==> src/design/apcr_pkg.sv <==
// Constants, register map and control carrier of the analog power bank.
// Assumes an AXI4-Lite master with 32-bit data on one clock.
package apcr_pkg;

    // ==========================================================
    // Bus geometry and responses
    localparam int         ADDR_W      = 8;
    localparam int         IDX_W       = ADDR_W - 2;
    localparam logic [1:0] RESP_OKAY   = 2'h0;
    localparam logic [1:0] RESP_SLVERR = 2'h2;

    // ==========================================================
    // Register indices, byte address is four times the index
    localparam logic [IDX_W-1:0] IDX_PAGE     = 6'h00;
    localparam logic [IDX_W-1:0] IDX_SUPPLY   = 6'h01;
    localparam logic [IDX_W-1:0] IDX_REGCTL   = 6'h02;
    localparam logic [IDX_W-1:0] IDX_LPLAY    = 6'h03;
    localparam logic [IDX_W-1:0] IDX_RPLAY    = 6'h04;
    localparam logic [IDX_W-1:0] IDX_RSVD_LO  = 6'h05;
    localparam logic [IDX_W-1:0] IDX_RSVD_HI  = 6'h08;
    localparam logic [IDX_W-1:0] IDX_OUTPWR   = 6'h09;
    localparam logic [IDX_W-1:0] IDX_INT_STAT = 6'h0A;
    localparam logic [IDX_W-1:0] IDX_INT_MASK = 6'h0B;

    // Page that this bank answers on
    localparam logic [7:0] THIS_PAGE = 8'h01;

    // ==========================================================
    // Field positions
    localparam int SC_WEAK_BIT  = 3;
    localparam int RC_VOLT_LSB  = 4;
    localparam int RC_ANA_BIT   = 3;
    localparam int RC_OC_BIT    = 1;
    localparam int RC_LDO_BIT   = 0;
    localparam int PB_CLASS_LSB = 6;
    localparam int PB_PERF_LSB  = 2;
    localparam int OP_LHP_BIT   = 5;
    localparam int OP_RHP_BIT   = 4;
    localparam int OP_LLINE_BIT = 3;
    localparam int OP_RLINE_BIT = 2;
    localparam int OP_LMIX_BIT  = 1;
    localparam int OP_RMIX_BIT  = 0;
    localparam int INT_OC_BIT   = 0;
    localparam int INT_BAD_BIT  = 1;
    localparam int INT_W        = 2;

    // ==========================================================
    // Field codes
    localparam logic [1:0] VOLT_FORBID = 2'h3;
    localparam logic [1:0] CLASS_AB    = 2'h0;
    localparam logic [1:0] CLASS_D     = 2'h3;
    localparam logic [2:0] PERF_MAX    = 3'h2;

    // ==========================================================
    // Control carrier and reset values
    typedef struct packed {
        logic [7:0] page;
        logic       weak_tie_off;
        logic [1:0] ldo_volt;
        logic       analog_off;
        logic       ldo_on;
        logic [1:0] left_class;
        logic [2:0] left_perf;
        logic [1:0] right_class;
        logic [2:0] right_perf;
        logic       left_headphone_driver;
        logic       right_headphone_driver;
        logic       left_line_driver;
        logic       right_line_driver;
        logic       left_mixer_amp;
        logic       right_mixer_amp;
    } apcr_ctrl_s;

    localparam logic [7:0]       RST_PAGE       = 8'h00;
    localparam logic             RST_ANALOG_OFF = 1'b1;
    localparam logic [INT_W-1:0] RST_INT        = 2'h0;
    localparam apcr_ctrl_s       CTRL_RST       = '{
        page:       RST_PAGE,
        analog_off: RST_ANALOG_OFF,
        default:    '0
    };

endpackage

==> src/design/apcr_regs.sv <==
// Analog power and playback configuration register bank, AXI4-Lite slave.
// Assumes one clock, a synchronous reset and an asynchronous
// over-current level from the regulator.
//
// Design decision made here: register access over AXI4-Lite.
`timescale 1ns/10ps

module apcr_regs (
    input  wire logic                           sys_clk,
    input  wire logic                           rst,
    input  wire logic [apcr_pkg::ADDR_W-1:0]    s_axi_awaddr,
    input  wire logic                           s_axi_awvalid,
    output logic                                s_axi_awready,
    input  wire logic [31:0]                    s_axi_wdata,
    input  wire logic [3:0]                     s_axi_wstrb,
    input  wire logic                           s_axi_wvalid,
    output logic                                s_axi_wready,
    output logic [1:0]                          s_axi_bresp,
    output logic                                s_axi_bvalid,
    input  wire logic                           s_axi_bready,
    input  wire logic [apcr_pkg::ADDR_W-1:0]    s_axi_araddr,
    input  wire logic                           s_axi_arvalid,
    output logic                                s_axi_arready,
    output logic [31:0]                         s_axi_rdata,
    output logic [1:0]                          s_axi_rresp,
    output logic                                s_axi_rvalid,
    input  wire logic                           s_axi_rready,
    input  wire logic                           oc_pin,
    output apcr_pkg::apcr_ctrl_s                ctrl,
    output logic                                irq
);

    // ==========================================================
    // Declarations
    logic                               aw_full;
    logic                               w_full;
    logic [apcr_pkg::IDX_W-1:0]         aw_idx;
    logic [7:0]                         wd;
    logic                               wd_lane;
    logic                               aw_hs;
    logic                               w_hs;
    logic                               ar_hs;
    logic                               wr_go;
    logic                               wr_ok;
    logic                               wr_bad;
    logic                               page_ok;
    logic [apcr_pkg::IDX_W-1:0]         ar_idx;
    logic                               oc_meta;
    logic                               oc_level;
    logic                               oc_prev;
    logic                               oc_rise;
    logic [apcr_pkg::INT_W-1:0]         int_status;
    logic [apcr_pkg::INT_W-1:0]         int_mask;
    logic [apcr_pkg::INT_W-1:0]         next_status;
    logic [apcr_pkg::INT_W-1:0]         next_mask;

    // ==========================================================
    // Decode functions
    function automatic logic is_paged(
        input logic [apcr_pkg::IDX_W-1:0] idx
    );
        return idx >= apcr_pkg::IDX_SUPPLY &&
               idx <= apcr_pkg::IDX_OUTPWR;
    endfunction

    function automatic logic is_mapped(
        input logic [apcr_pkg::IDX_W-1:0] idx
    );
        return idx <= apcr_pkg::IDX_INT_MASK;
    endfunction

    function automatic logic bad_play(input logic [7:0] d);
        logic [1:0] cls;
        logic [2:0] prf;
        cls = d[apcr_pkg::PB_CLASS_LSB +: 2];
        prf = d[apcr_pkg::PB_PERF_LSB +: 3];
        return (cls != apcr_pkg::CLASS_AB && cls != apcr_pkg::CLASS_D) ||
               prf > apcr_pkg::PERF_MAX;
    endfunction

    function automatic logic [7:0] rd_value(
        input logic [apcr_pkg::IDX_W-1:0] idx
    );
        logic [7:0] b;
        b = 8'h00;
        if (idx == apcr_pkg::IDX_PAGE) begin
            b = ctrl.page;
        end else if (is_paged(idx) && !page_ok) begin
            b = 8'h00;
        end else begin
            case (idx)
                apcr_pkg::IDX_SUPPLY: begin
                    b[apcr_pkg::SC_WEAK_BIT] = ctrl.weak_tie_off;
                end
                apcr_pkg::IDX_REGCTL: begin
                    b[apcr_pkg::RC_VOLT_LSB +: 2] = ctrl.ldo_volt;
                    b[apcr_pkg::RC_ANA_BIT]       = ctrl.analog_off;
                    b[apcr_pkg::RC_OC_BIT]        = oc_level;
                    b[apcr_pkg::RC_LDO_BIT]       = ctrl.ldo_on;
                end
                apcr_pkg::IDX_LPLAY: begin
                    b[apcr_pkg::PB_CLASS_LSB +: 2] = ctrl.left_class;
                    b[apcr_pkg::PB_PERF_LSB +: 3]  = ctrl.left_perf;
                end
                apcr_pkg::IDX_RPLAY: begin
                    b[apcr_pkg::PB_CLASS_LSB +: 2] = ctrl.right_class;
                    b[apcr_pkg::PB_PERF_LSB +: 3]  = ctrl.right_perf;
                end
                apcr_pkg::IDX_OUTPWR: begin
                    b[apcr_pkg::OP_LHP_BIT]   = ctrl.left_headphone_driver;
                    b[apcr_pkg::OP_RHP_BIT]   = ctrl.right_headphone_driver;
                    b[apcr_pkg::OP_LLINE_BIT] = ctrl.left_line_driver;
                    b[apcr_pkg::OP_RLINE_BIT] = ctrl.right_line_driver;
                    b[apcr_pkg::OP_LMIX_BIT]  = ctrl.left_mixer_amp;
                    b[apcr_pkg::OP_RMIX_BIT]  = ctrl.right_mixer_amp;
                end
                apcr_pkg::IDX_INT_STAT: begin
                    b[apcr_pkg::INT_W-1:0] = int_status;
                end
                apcr_pkg::IDX_INT_MASK: begin
                    b[apcr_pkg::INT_W-1:0] = int_mask;
                end
                default: begin
                    b = 8'h00;
                end
            endcase
        end
        return b;
    endfunction

    // ==========================================================
    // Handshakes
    assign aw_hs   = s_axi_awvalid && s_axi_awready;
    assign w_hs    = s_axi_wvalid && s_axi_wready;
    assign ar_hs   = s_axi_arvalid && s_axi_arready;
    assign ar_idx  = s_axi_araddr[apcr_pkg::ADDR_W-1:2];
    assign wr_go   = aw_full && w_full && !s_axi_bvalid;
    assign wr_ok   = wr_go && wd_lane && is_mapped(aw_idx);
    assign page_ok = ctrl.page == apcr_pkg::THIS_PAGE;
    assign wr_bad  = wr_ok && page_ok &&
                     (((aw_idx == apcr_pkg::IDX_LPLAY ||
                        aw_idx == apcr_pkg::IDX_RPLAY) &&
                       bad_play(wd)) ||
                      (aw_idx == apcr_pkg::IDX_REGCTL &&
                       wd[apcr_pkg::RC_VOLT_LSB +: 2] ==
                       apcr_pkg::VOLT_FORBID));

    // ==========================================================
    // Write address and data channels
    always_ff @(posedge sys_clk) begin
        if (rst) begin
            aw_full       <= 1'b0;
            aw_idx        <= '0;
            s_axi_awready <= 1'b0;
        end else begin
            if (aw_hs) begin
                aw_full       <= 1'b1;
                aw_idx        <= s_axi_awaddr[apcr_pkg::ADDR_W-1:2];
                s_axi_awready <= 1'b0;
            end else if (wr_go) begin
                aw_full <= 1'b0;
            end else if (!aw_full && !s_axi_bvalid) begin
                s_axi_awready <= 1'b1;
            end
        end
    end

    always_ff @(posedge sys_clk) begin
        if (rst) begin
            w_full       <= 1'b0;
            wd           <= 8'h00;
            wd_lane      <= 1'b0;
            s_axi_wready <= 1'b0;
        end else begin
            if (w_hs) begin
                w_full       <= 1'b1;
                wd           <= s_axi_wdata[7:0];
                wd_lane      <= s_axi_wstrb[0];
                s_axi_wready <= 1'b0;
            end else if (wr_go) begin
                w_full <= 1'b0;
            end else if (!w_full && !s_axi_bvalid) begin
                s_axi_wready <= 1'b1;
            end
        end
    end

    // ==========================================================
    // Write response channel
    always_ff @(posedge sys_clk) begin
        if (rst) begin
            s_axi_bvalid <= 1'b0;
            s_axi_bresp  <= apcr_pkg::RESP_OKAY;
        end else begin
            if (wr_go) begin
                s_axi_bvalid <= 1'b1;
                s_axi_bresp  <= is_mapped(aw_idx) ? apcr_pkg::RESP_OKAY
                                                  : apcr_pkg::RESP_SLVERR;
            end else if (s_axi_bvalid && s_axi_bready) begin
                s_axi_bvalid <= 1'b0;
            end
        end
    end

    // ==========================================================
    // Read channels
    always_ff @(posedge sys_clk) begin
        if (rst) begin
            s_axi_arready <= 1'b0;
            s_axi_rvalid  <= 1'b0;
            s_axi_rdata   <= 32'h00000000;
            s_axi_rresp   <= apcr_pkg::RESP_OKAY;
        end else begin
            if (ar_hs) begin
                s_axi_arready <= 1'b0;
                s_axi_rvalid  <= 1'b1;
                s_axi_rdata   <= {24'h000000, rd_value(ar_idx)};
                s_axi_rresp   <= is_mapped(ar_idx) ? apcr_pkg::RESP_OKAY
                                                   : apcr_pkg::RESP_SLVERR;
            end else if (s_axi_rvalid && s_axi_rready) begin
                s_axi_rvalid <= 1'b0;
            end else if (!s_axi_rvalid) begin
                s_axi_arready <= 1'b1;
            end
        end
    end

    // ==========================================================
    // Control fields
    always_ff @(posedge sys_clk) begin
        if (rst) begin
            ctrl <= apcr_pkg::CTRL_RST;
        end else if (wr_ok && aw_idx == apcr_pkg::IDX_PAGE) begin
            ctrl.page <= wd;
        end else if (wr_ok && page_ok) begin
            case (aw_idx)
                apcr_pkg::IDX_SUPPLY: begin
                    ctrl.weak_tie_off <= wd[apcr_pkg::SC_WEAK_BIT];
                end
                apcr_pkg::IDX_REGCTL: begin
                    ctrl.ldo_volt   <= wd[apcr_pkg::RC_VOLT_LSB +: 2];
                    ctrl.analog_off <= wd[apcr_pkg::RC_ANA_BIT];
                    ctrl.ldo_on     <= wd[apcr_pkg::RC_LDO_BIT];
                end
                apcr_pkg::IDX_LPLAY: begin
                    ctrl.left_class <= wd[apcr_pkg::PB_CLASS_LSB +: 2];
                    ctrl.left_perf  <= wd[apcr_pkg::PB_PERF_LSB +: 3];
                end
                apcr_pkg::IDX_RPLAY: begin
                    ctrl.right_class <= wd[apcr_pkg::PB_CLASS_LSB +: 2];
                    ctrl.right_perf  <= wd[apcr_pkg::PB_PERF_LSB +: 3];
                end
                apcr_pkg::IDX_OUTPWR: begin
                    ctrl.left_headphone_driver  <= wd[apcr_pkg::OP_LHP_BIT];
                    ctrl.right_headphone_driver <= wd[apcr_pkg::OP_RHP_BIT];
                    ctrl.left_line_driver       <= wd[apcr_pkg::OP_LLINE_BIT];
                    ctrl.right_line_driver      <= wd[apcr_pkg::OP_RLINE_BIT];
                    ctrl.left_mixer_amp         <= wd[apcr_pkg::OP_LMIX_BIT];
                    ctrl.right_mixer_amp        <= wd[apcr_pkg::OP_RMIX_BIT];
                end
                default: begin
                    ctrl <= ctrl;
                end
            endcase
        end
    end

    // ==========================================================
    // Over-current synchroniser and edge
    always_ff @(posedge sys_clk) begin
        if (rst) begin
            oc_meta  <= 1'b0;
            oc_level <= 1'b0;
            oc_prev  <= 1'b0;
        end else begin
            oc_meta  <= oc_pin;
            oc_level <= oc_meta;
            oc_prev  <= oc_level;
        end
    end

    assign oc_rise = oc_level && !oc_prev;

    // ==========================================================
    // Interrupt status, mask and output
    always_comb begin
        next_status = int_status;
        next_mask   = int_mask;
        if (wr_ok && aw_idx == apcr_pkg::IDX_INT_STAT) begin
            next_status = int_status & ~wd[apcr_pkg::INT_W-1:0];
        end
        if (wr_ok && aw_idx == apcr_pkg::IDX_INT_MASK) begin
            next_mask = wd[apcr_pkg::INT_W-1:0];
        end
        if (oc_rise) begin
            next_status[apcr_pkg::INT_OC_BIT] = 1'b1;
        end
        if (wr_bad) begin
            next_status[apcr_pkg::INT_BAD_BIT] = 1'b1;
        end
    end

    always_ff @(posedge sys_clk) begin
        if (rst) begin
            int_status <= apcr_pkg::RST_INT;
            int_mask   <= apcr_pkg::RST_INT;
            irq        <= 1'b0;
        end else begin
            int_status <= next_status;
            int_mask   <= next_mask;
            irq        <= |(next_status & next_mask);
        end
    end
endmodule

==> config.mk <==
export PLATFORM = sky130hd
export DESIGN_NAME = apcr_regs
export DESIGN_NICKNAME = d
export VERILOG_FILES = /design/src/design/apcr_pkg.sv /design/src/design/apcr_regs.sv
export SDC_FILE = /design/constraint.sdc
export NUM_CORES = 1
export LEC_CHECK = 0
export BUFFER_PORTS_ARGS = -buffer_cell sky130_fd_sc_hd__buf_2
export CELL_PAD_IN_SITES_DETAIL_PLACEMENT = 0
export CELL_PAD_IN_SITES_GLOBAL_PLACEMENT = 1
export CORE_UTILIZATION = 31
export DETAILED_ROUTE_END_ITERATION = 10
export GPL_TIMING_DRIVEN = 0
export PLACE_DENSITY = 0.79
export SYNTH_ARGS = -nofsm -noshare
export SYNTH_HDL_FRONTEND = slang
export SYNTH_SLANG_ARGS = --single-unit
==> constraint.sdc <==
create_clock -name sys_clk -period 1.85 [get_ports sys_clk]
set_clock_uncertainty 0.15 [all_clocks]
set_input_delay 0.0925 -clock sys_clk [delete_from_list [all_inputs] [get_ports sys_clk]]
set_output_delay 0.0925 -clock sys_clk [all_outputs]
set_load 0.02 [all_outputs]
After elaboration in Yosys (flattened, before gate mapping)
Cells that the tools add are included.
Widths: inputs -> output; s select.
{"block": "word_totals", "regBits": 71, "output_inout_bits": 71, "input_bits": 60}
{"block": "classes", "n_bitwise": 7, "eq_ne": 17, "muxes": 22, "reduce_logical": 49, "order_cmp": 5}
{"op": "$eq 6x4->1 const B", "n": 6}
{"op": "$eq 6x2->1 const B", "n": 4}
{"op": "$mux 8", "n": 3}
{"op": "$logic_and 1x1->1", "n": 22}
{"op": "$le 6x4->1 const B", "n": 3}
{"op": "$reduce_and 3->1", "n": 5}
{"op": "$eq 6x1->1 const B", "n": 2}
{"op": "$eq 6x3->1 const B", "n": 2}
{"op": "$logic_not 6->1", "n": 2}
{"op": "$reduce_bool 2->1", "n": 5}
{"op": "$mux 1", "n": 9}
{"op": "$eq 8x1->1 const B", "n": 1}
{"op": "$mux 2", "n": 4}
{"op": "$pmux 2 s4", "n": 1}
{"op": "$reduce_or 2->1", "n": 4}
{"op": "$ge 6x1->1 const B", "n": 1}
{"op": "$reduce_and 2->1", "n": 3}
{"op": "$logic_not 1->1", "n": 5}
{"op": "$pmux 1 s5", "n": 1}
{"op": "$and 2x2->2", "n": 2}
{"op": "$not 1->1", "n": 4}
{"op": "$pmux 1 s4", "n": 1}
{"op": "$pmux 2 s2", "n": 1}
{"op": "$gt 3x2->1 const B", "n": 1}
{"op": "other kinds (6)", "n": 8}

Logic depth before layout (Yosys ltp)
{"block": "logic_depth", "ltp_word": 9, "mapped_depth": 7, "ltp_nobuf": 5}

Worst setup path before layout
No wires, ideal clock.
{"block": "synth_timing", "path_kind": "reg-to-reg", "from": "reg ctrl[21] in the netlist's numbering", "to": "reg ctrl[11] in the netlist's numbering", "path_buffers": 0, "arrival_time_ns": 1.693, "required_time_ns": 1.572, "slack_ns": -0.120, "path_stages_with_launch": 6, "path_cell_list": "dfxtp_1 -> nor4b_4 -> nand4_4 -> nor4b_4 -> mux2i_1 -> nor2_1"}
{"block": "synth_between", "elab_chain_len": 3}
{"element": "start, declared", "line_no": "apcr_regs.sv:29", "source": "output apcr_pkg::apcr_ctrl_s ctrl,"}
{"element": "start signal, assigned", "line_no": "apcr_regs.sv:232", "source": "ctrl <= apcr_pkg::CTRL_RST;"}
{"element": "start signal, assigned", "line_no": "apcr_regs.sv:262", "source": "ctrl <= ctrl;"}
{"element": "$eq 8x1->1", "line_no": "apcr_regs.sv:139", "source": "assign page_ok = ctrl.page == apcr_pkg::THIS_PAGE;"}
{"element": "$logic_and 1x1->1", "line_no": "apcr_regs.sv:235", "source": "end else if (wr_ok && page_ok) begin"}
{"element": "$reduce_and 3->1 (no line)"}
Every way passes these cells.
A chain may end at the register's enable or synchronous reset.

Worst setup path after layout
{"block": "layout_timing", "from": "reg ctrl[24] in the netlist's numbering", "to": "reg ctrl[13] in the netlist's numbering"}
Same word-level chain as after synthesis.

==> insert_results.sql <==
INSERT INTO impl_metrics (metric_group, metric, value, unit) VALUES
('run_status', 'status', 'finished with violations', ''),
('run_status', 'violations_in_the_final_reports', 'setup timing', ''),
('synth', 'dominantRegCellSynth', 'sky130_fd_sc_hd__dfxtp_1', ''),
('power_and_ir_drop', 'switching_power', '0.845', 'mW'),
('placed_design', 'gp_routability_congestion', '0.893', ''),
('power_and_ir_drop', 'internal_power', '2.22', 'mW'),
('floorplanning', 'boundaryPins', '131', ''),
('critical_path', 'cp_slowest_cell', 'sky130_fd_sc_hd__dfxtp_2', ''),
('synth', 'ys.warnings.count', '0', ''),
('layout', 'drive_above_1_share', '0.315', ''),
('power_and_ir_drop', 'p_sw_frac', '0.276', ''),
('synth', 'synthArstFlopShare', '0', ''),
('cts', 'clkLatencyLatePin', '0.34', 'ns'),
('power_and_ir_drop', 'vdd_ir_drop_max', '315', 'uV'),
('synth', 'synth.yosys.seq_area_share', '0.432', ''),
('drt', 'via_count', '3051', ''),
('placed_design', 'place.port_buffers', '71', ''),
('synth', 'synth_enable_flop_cells', '0', ''),
('power_and_ir_drop', 'pwr-share-clk', '0.345', ''),
('critical_path', 'crit_chain', 'nor4_4 -> buf_6 -> nand4_4 -> nor4b_4 -> buf_4 -> mux2i_1 -> nor2_1', ''),
('floorplanning', 'floorplan.die.width', '104', 'um'),
('layout', 'num_antenna_cells', '0', ''),
('sta', 'setup_viol', '5', ''),
('synth', 'synth.distinct_cells', '46', ''),
('synth', 'synthesis.instances', '365', ''),
('layout', 'fin_util', '0.456', ''),
('cts', 'clock_tree.root_cell', 'sky130_fd_sc_hd__clkbuf_8', ''),
('critical_path', 'critical_path_arrival', '1.97', 'ns'),
('critical_path', 'crit_type', 'flop to flop', ''),
('drt', 'post_route_drc', '0', ''),
('placed_design', 'dp_hpwl', '6.78', 'mm'),
('power_and_ir_drop', 'power.leakage', '1.99', 'nW'),
('sta', 'slew-limit-headroom', '0.624', ''),
('placed_design', 'place.detailed.instances', '594', ''),
('drt', 'detailedRoute.firstPassIterationCount', '4', ''),
('cts', 'clock_tree_from_tritoncts', 'done', ''),
('critical_path', 'worst_setup_path_start_kind', 'flop', ''),
('drt', 'vias_per_cell', '4.67', ''),
('floorplanning', 'initial_core_util', '0.323', ''),
('cts', 'cts.clk_slew.worst_paths', '0.07', 'ns'),
('critical_path', 'critical_path_required', '1.92', 'ns'),
('floorplanning', 'placeableCoreArea', '9910', 'um^2'),
('drt', 'postRouteAntennaNets', '0', ''),
('sta', 'post-route-min-period', '1.91', 'ns'),
('grt', 'antenna_found_initial', '0', ''),
('min_path', 'class_of_the_worst_hold_path', 'input pin to flop', ''),
('drt', 'routed_wirelength', '9.25', 'mm'),
('sta', 'layout_worst_path_cycle_share', '1.03', ''),
('grt', 'grt_start_max_net_pins', '12', ''),
('sta', 'rsz0062_at_grt', 'yes', ''),
('cts', 'ctsHtreeMaxLevel', '3', ''),
('floorplanning', 'total_die_area', '10700', 'um^2'),
('grt', 'globalRouteOverflowTotal', '0', ''),
('sta', 'hold_violations', '0', ''),
('synth', 'mappedNetlistArea', '3200', 'um^2'),
('sta', 'post-route-worst-setup-slack', '-0.0566', 'ns'),
('cts', 'cts.sink_count', '69', ''),
('sta', 'fmax', '0.524', 'GHz'),
('drt', 'first_iter_violations', '111', ''),
('critical_path', 'worst_path_largest_cell_delay', '0.35', 'ns'),
('floorplanning', 'core.rowCount', '36', ''),
('layout', 'area.growth.synth_to_final', '41.1', '%'),
('floorplanning', 'die_height', '104', 'um'),
('sta', 'worst_pin_slew', '0.565', 'ns'),
('layout', 'finish.net_count', '577', ''),
('power_and_ir_drop', 'cellPowerDensity', '679', 'nW/um^2'),
('synth', 'postSynthAreaPerCell', '8.77', 'um^2'),
('job', 'drv.max_cap_violation_count', '0', ''),
('cts', 'cts_buffer_depth', '2', ''),
('cts', 'cts_inserted_buffers', '9', ''),
('critical_path', 'path_max_fanout', '4', ''),
('layout', 'fin_cells', '654', ''),
('power_and_ir_drop', 'pwr-share-comb', '0.142', ''),
('critical_path', 'setup.worst_path.end_class', 'flop', ''),
('grt', 'grtUsageTotal', '0.175', ''),
('grt', 'via_count_of_the_first_global_routing_pass', '2854', ''),
('grt', 'global_route_wire_length_before_repair', '14.8', 'mm'),
('sta', 'timing_max_transition_violations_final', '0', ''),
('synth', 'synth.ff_latch_count', '69', ''),
('drt', 'wire_per_inst', '14.1', 'um'),
('power_and_ir_drop', 'power.share.sequential', '0.513', '');
==> critical path: cells and delay by family, from the launching register on <==
family	cells	cell delay (ns)
AND/OR/NAND/NOR	4	0.74
multiplexers	1	0.19
flip-flops	1	0.35
buffers and inverters	2	0.34
==> area by class of cell <==
class,count,area (um^2)
inverters,6,22.5
clock buffers,10,138
multi-input cells,270,1700
fillers,1007,5390
flip-flops and latches,69,1400
well taps,133,166
repair buffers,118,797
plain buffers,43,267
clock inverters,5,27.5
==> cells by family after synthesis <==
kind of cell / count (synthesis) / synth area share
AO/OA/AOI/OAI: 78 / 0.151
XOR/XNOR: 1 / 0.00274
buffers and inverters: 51 / 0.0934
flip-flops: 69 / 0.432
multiplexers: 29 / 0.0919
other: 1 / 0.00117
AND/OR/NAND/NOR: 136 / 0.229
==> flip-flops by register name (all words and copies together) (netlist names), 2 cells and up <==
signal / flops
aw_idx: 6
ctrl: 29
int_mask: 2
int_status: 2
s_axi_rdata: 8
wd: 8
==> cell usage in the layout (no fill, tap or decap), types with 3 or more instances in the layout <==
cell type                       synthesis  routed
sky130_fd_sc_hd__nor2b_1                7       7
sky130_fd_sc_hd__buf_2                  2      71
sky130_fd_sc_hd__dfxtp_4                0       3
sky130_fd_sc_hd__a32oi_1                3       3
sky130_fd_sc_hd__a21oi_1               37      37
sky130_fd_sc_hd__buf_6                  1       4
sky130_fd_sc_hd__mux2_2                 3       3
sky130_fd_sc_hd__buf_1                  3       3
sky130_fd_sc_hd__inv_1                  6       6
sky130_fd_sc_hd__nor3_1                 5       3
sky130_fd_sc_hd__clkinv_2               0       4
sky130_fd_sc_hd__buf_4                 26      39
sky130_fd_sc_hd__and2_1                 4       4
sky130_fd_sc_hd__nand3_1                9       8
sky130_fd_sc_hd__o21ai_0               18      18
sky130_fd_sc_hd__clkbuf_8               0      10
sky130_fd_sc_hd__clkbuf_1              13      13
sky130_fd_sc_hd__nand3b_1               5       5
sky130_fd_sc_hd__a22o_1                 4       4
sky130_fd_sc_hd__nand2_1               46      44
sky130_fd_sc_hd__dlygate4sd3_1          0      31
sky130_fd_sc_hd__a221oi_1               5       5
sky130_fd_sc_hd__mux2i_1               26      26
sky130_fd_sc_hd__dfxtp_1               69      58
sky130_fd_sc_hd__conb_1                 1      26
sky130_fd_sc_hd__dfxtp_2                0       8
sky130_fd_sc_hd__nor2_1                38      37
==> power groups by stage <==
stage	registers [mW]	clock network [mW]	logic, mW
2_1_floorplan	1.62	0	0.238
3_3_place_gp	1.60	0	0.367
3_5_place_dp	1.60	0	0.369
4_1_cts	1.57	1.09	0.428
5_1_grt	1.58	1.15	0.478
6_report	1.57	1.06	0.436
==> per-stage QoR <==
stage / total power, mW / cell area (um^2) / hold slack [ns] / worst slack [ns] / setup TNS, ns
finish: 3.06 / 4520 / 0.0529 / -0.0566 / -0.225
global route: 3.21 / 4520 / 0.0672 / -0.154 / -0.872
CTS: 3.09 / 4440 / 0.0402 / -0.0161 / -0.0491
detailed placement: 1.97 / 3830 / 0.146 / -0.449 / -8.12
global placement: 1.97 / 3830 / 0.145 / -0.504 / -8.40
floorplan: 1.86 / 3300 / 0.0216 / -0.0763 / -0.382
==> worst paths after layout <==
check / startpoint / endpoint / slack, ns / depth (start not counted)
worst max-delay path: ctrl[24] / ctrl[13] / -0.06 / 7
worst max register to register: ctrl[24] / ctrl[13] / -0.06 / 7
worst min register to register: oc_meta / oc_level / 0.30 / 1
worst min-delay path: s_axi_arvalid / s_axi_rdata[2] / 0.05 / 3
==> cell usage after synthesis, types with 2 or more instances <==
master                     number  share of area
sky130_fd_sc_hd__and2_1         4         0.0078
sky130_fd_sc_hd__a22o_1         4          0.011
sky130_fd_sc_hd__nor4b_4        2          0.015
sky130_fd_sc_hd__clkbuf_1      13          0.015
sky130_fd_sc_hd__dfxtp_1       69           0.43
sky130_fd_sc_hd__a221oi_1       5          0.014
sky130_fd_sc_hd__nor2_1        38          0.045
sky130_fd_sc_hd__nand3_1        9          0.014
sky130_fd_sc_hd__buf_1          3         0.0035
sky130_fd_sc_hd__mux2i_1       26          0.081
sky130_fd_sc_hd__nor4b_1        2         0.0055
sky130_fd_sc_hd__nand2_1       46          0.054
sky130_fd_sc_hd__buf_4         26          0.061
sky130_fd_sc_hd__a31oi_1        3         0.0059
sky130_fd_sc_hd__nand3b_1       5          0.012
sky130_fd_sc_hd__nor2b_1        7          0.014
sky130_fd_sc_hd__a32o_1         2         0.0063
sky130_fd_sc_hd__and4b_1        2         0.0063
sky130_fd_sc_hd__a21oi_1       37          0.058
sky130_fd_sc_hd__nor3_1         5         0.0078
sky130_fd_sc_hd__mux2_2         3          0.011
sky130_fd_sc_hd__nor4_1         2         0.0039
sky130_fd_sc_hd__or3_1          3         0.0059
sky130_fd_sc_hd__a32oi_1        3         0.0082
sky130_fd_sc_hd__inv_1          6         0.0070
sky130_fd_sc_hd__nand2b_1       2         0.0039
sky130_fd_sc_hd__buf_2          2         0.0031
sky130_fd_sc_hd__o21ai_0       18          0.028
==> timing repair <==
action	in CTS	in global routing
gates cloned	0	0
hold buffers	31	0
pin swaps	8	6
buffers inserted	13	3
hold endpoints to repair	22	0
setup endpoints to repair	30	37
resized for setup	10	21
==> per-layer routing <==
metal	routed length, um	vias up	track usage
met5	0	-	0
met4	142	0	0.0476
met3	612	12	0.0478
met2	4250	118	0.285
met1	4240	1399	0.226
li1	-	1522	-
No activity file was read; power rests on OpenSTA's default activity.
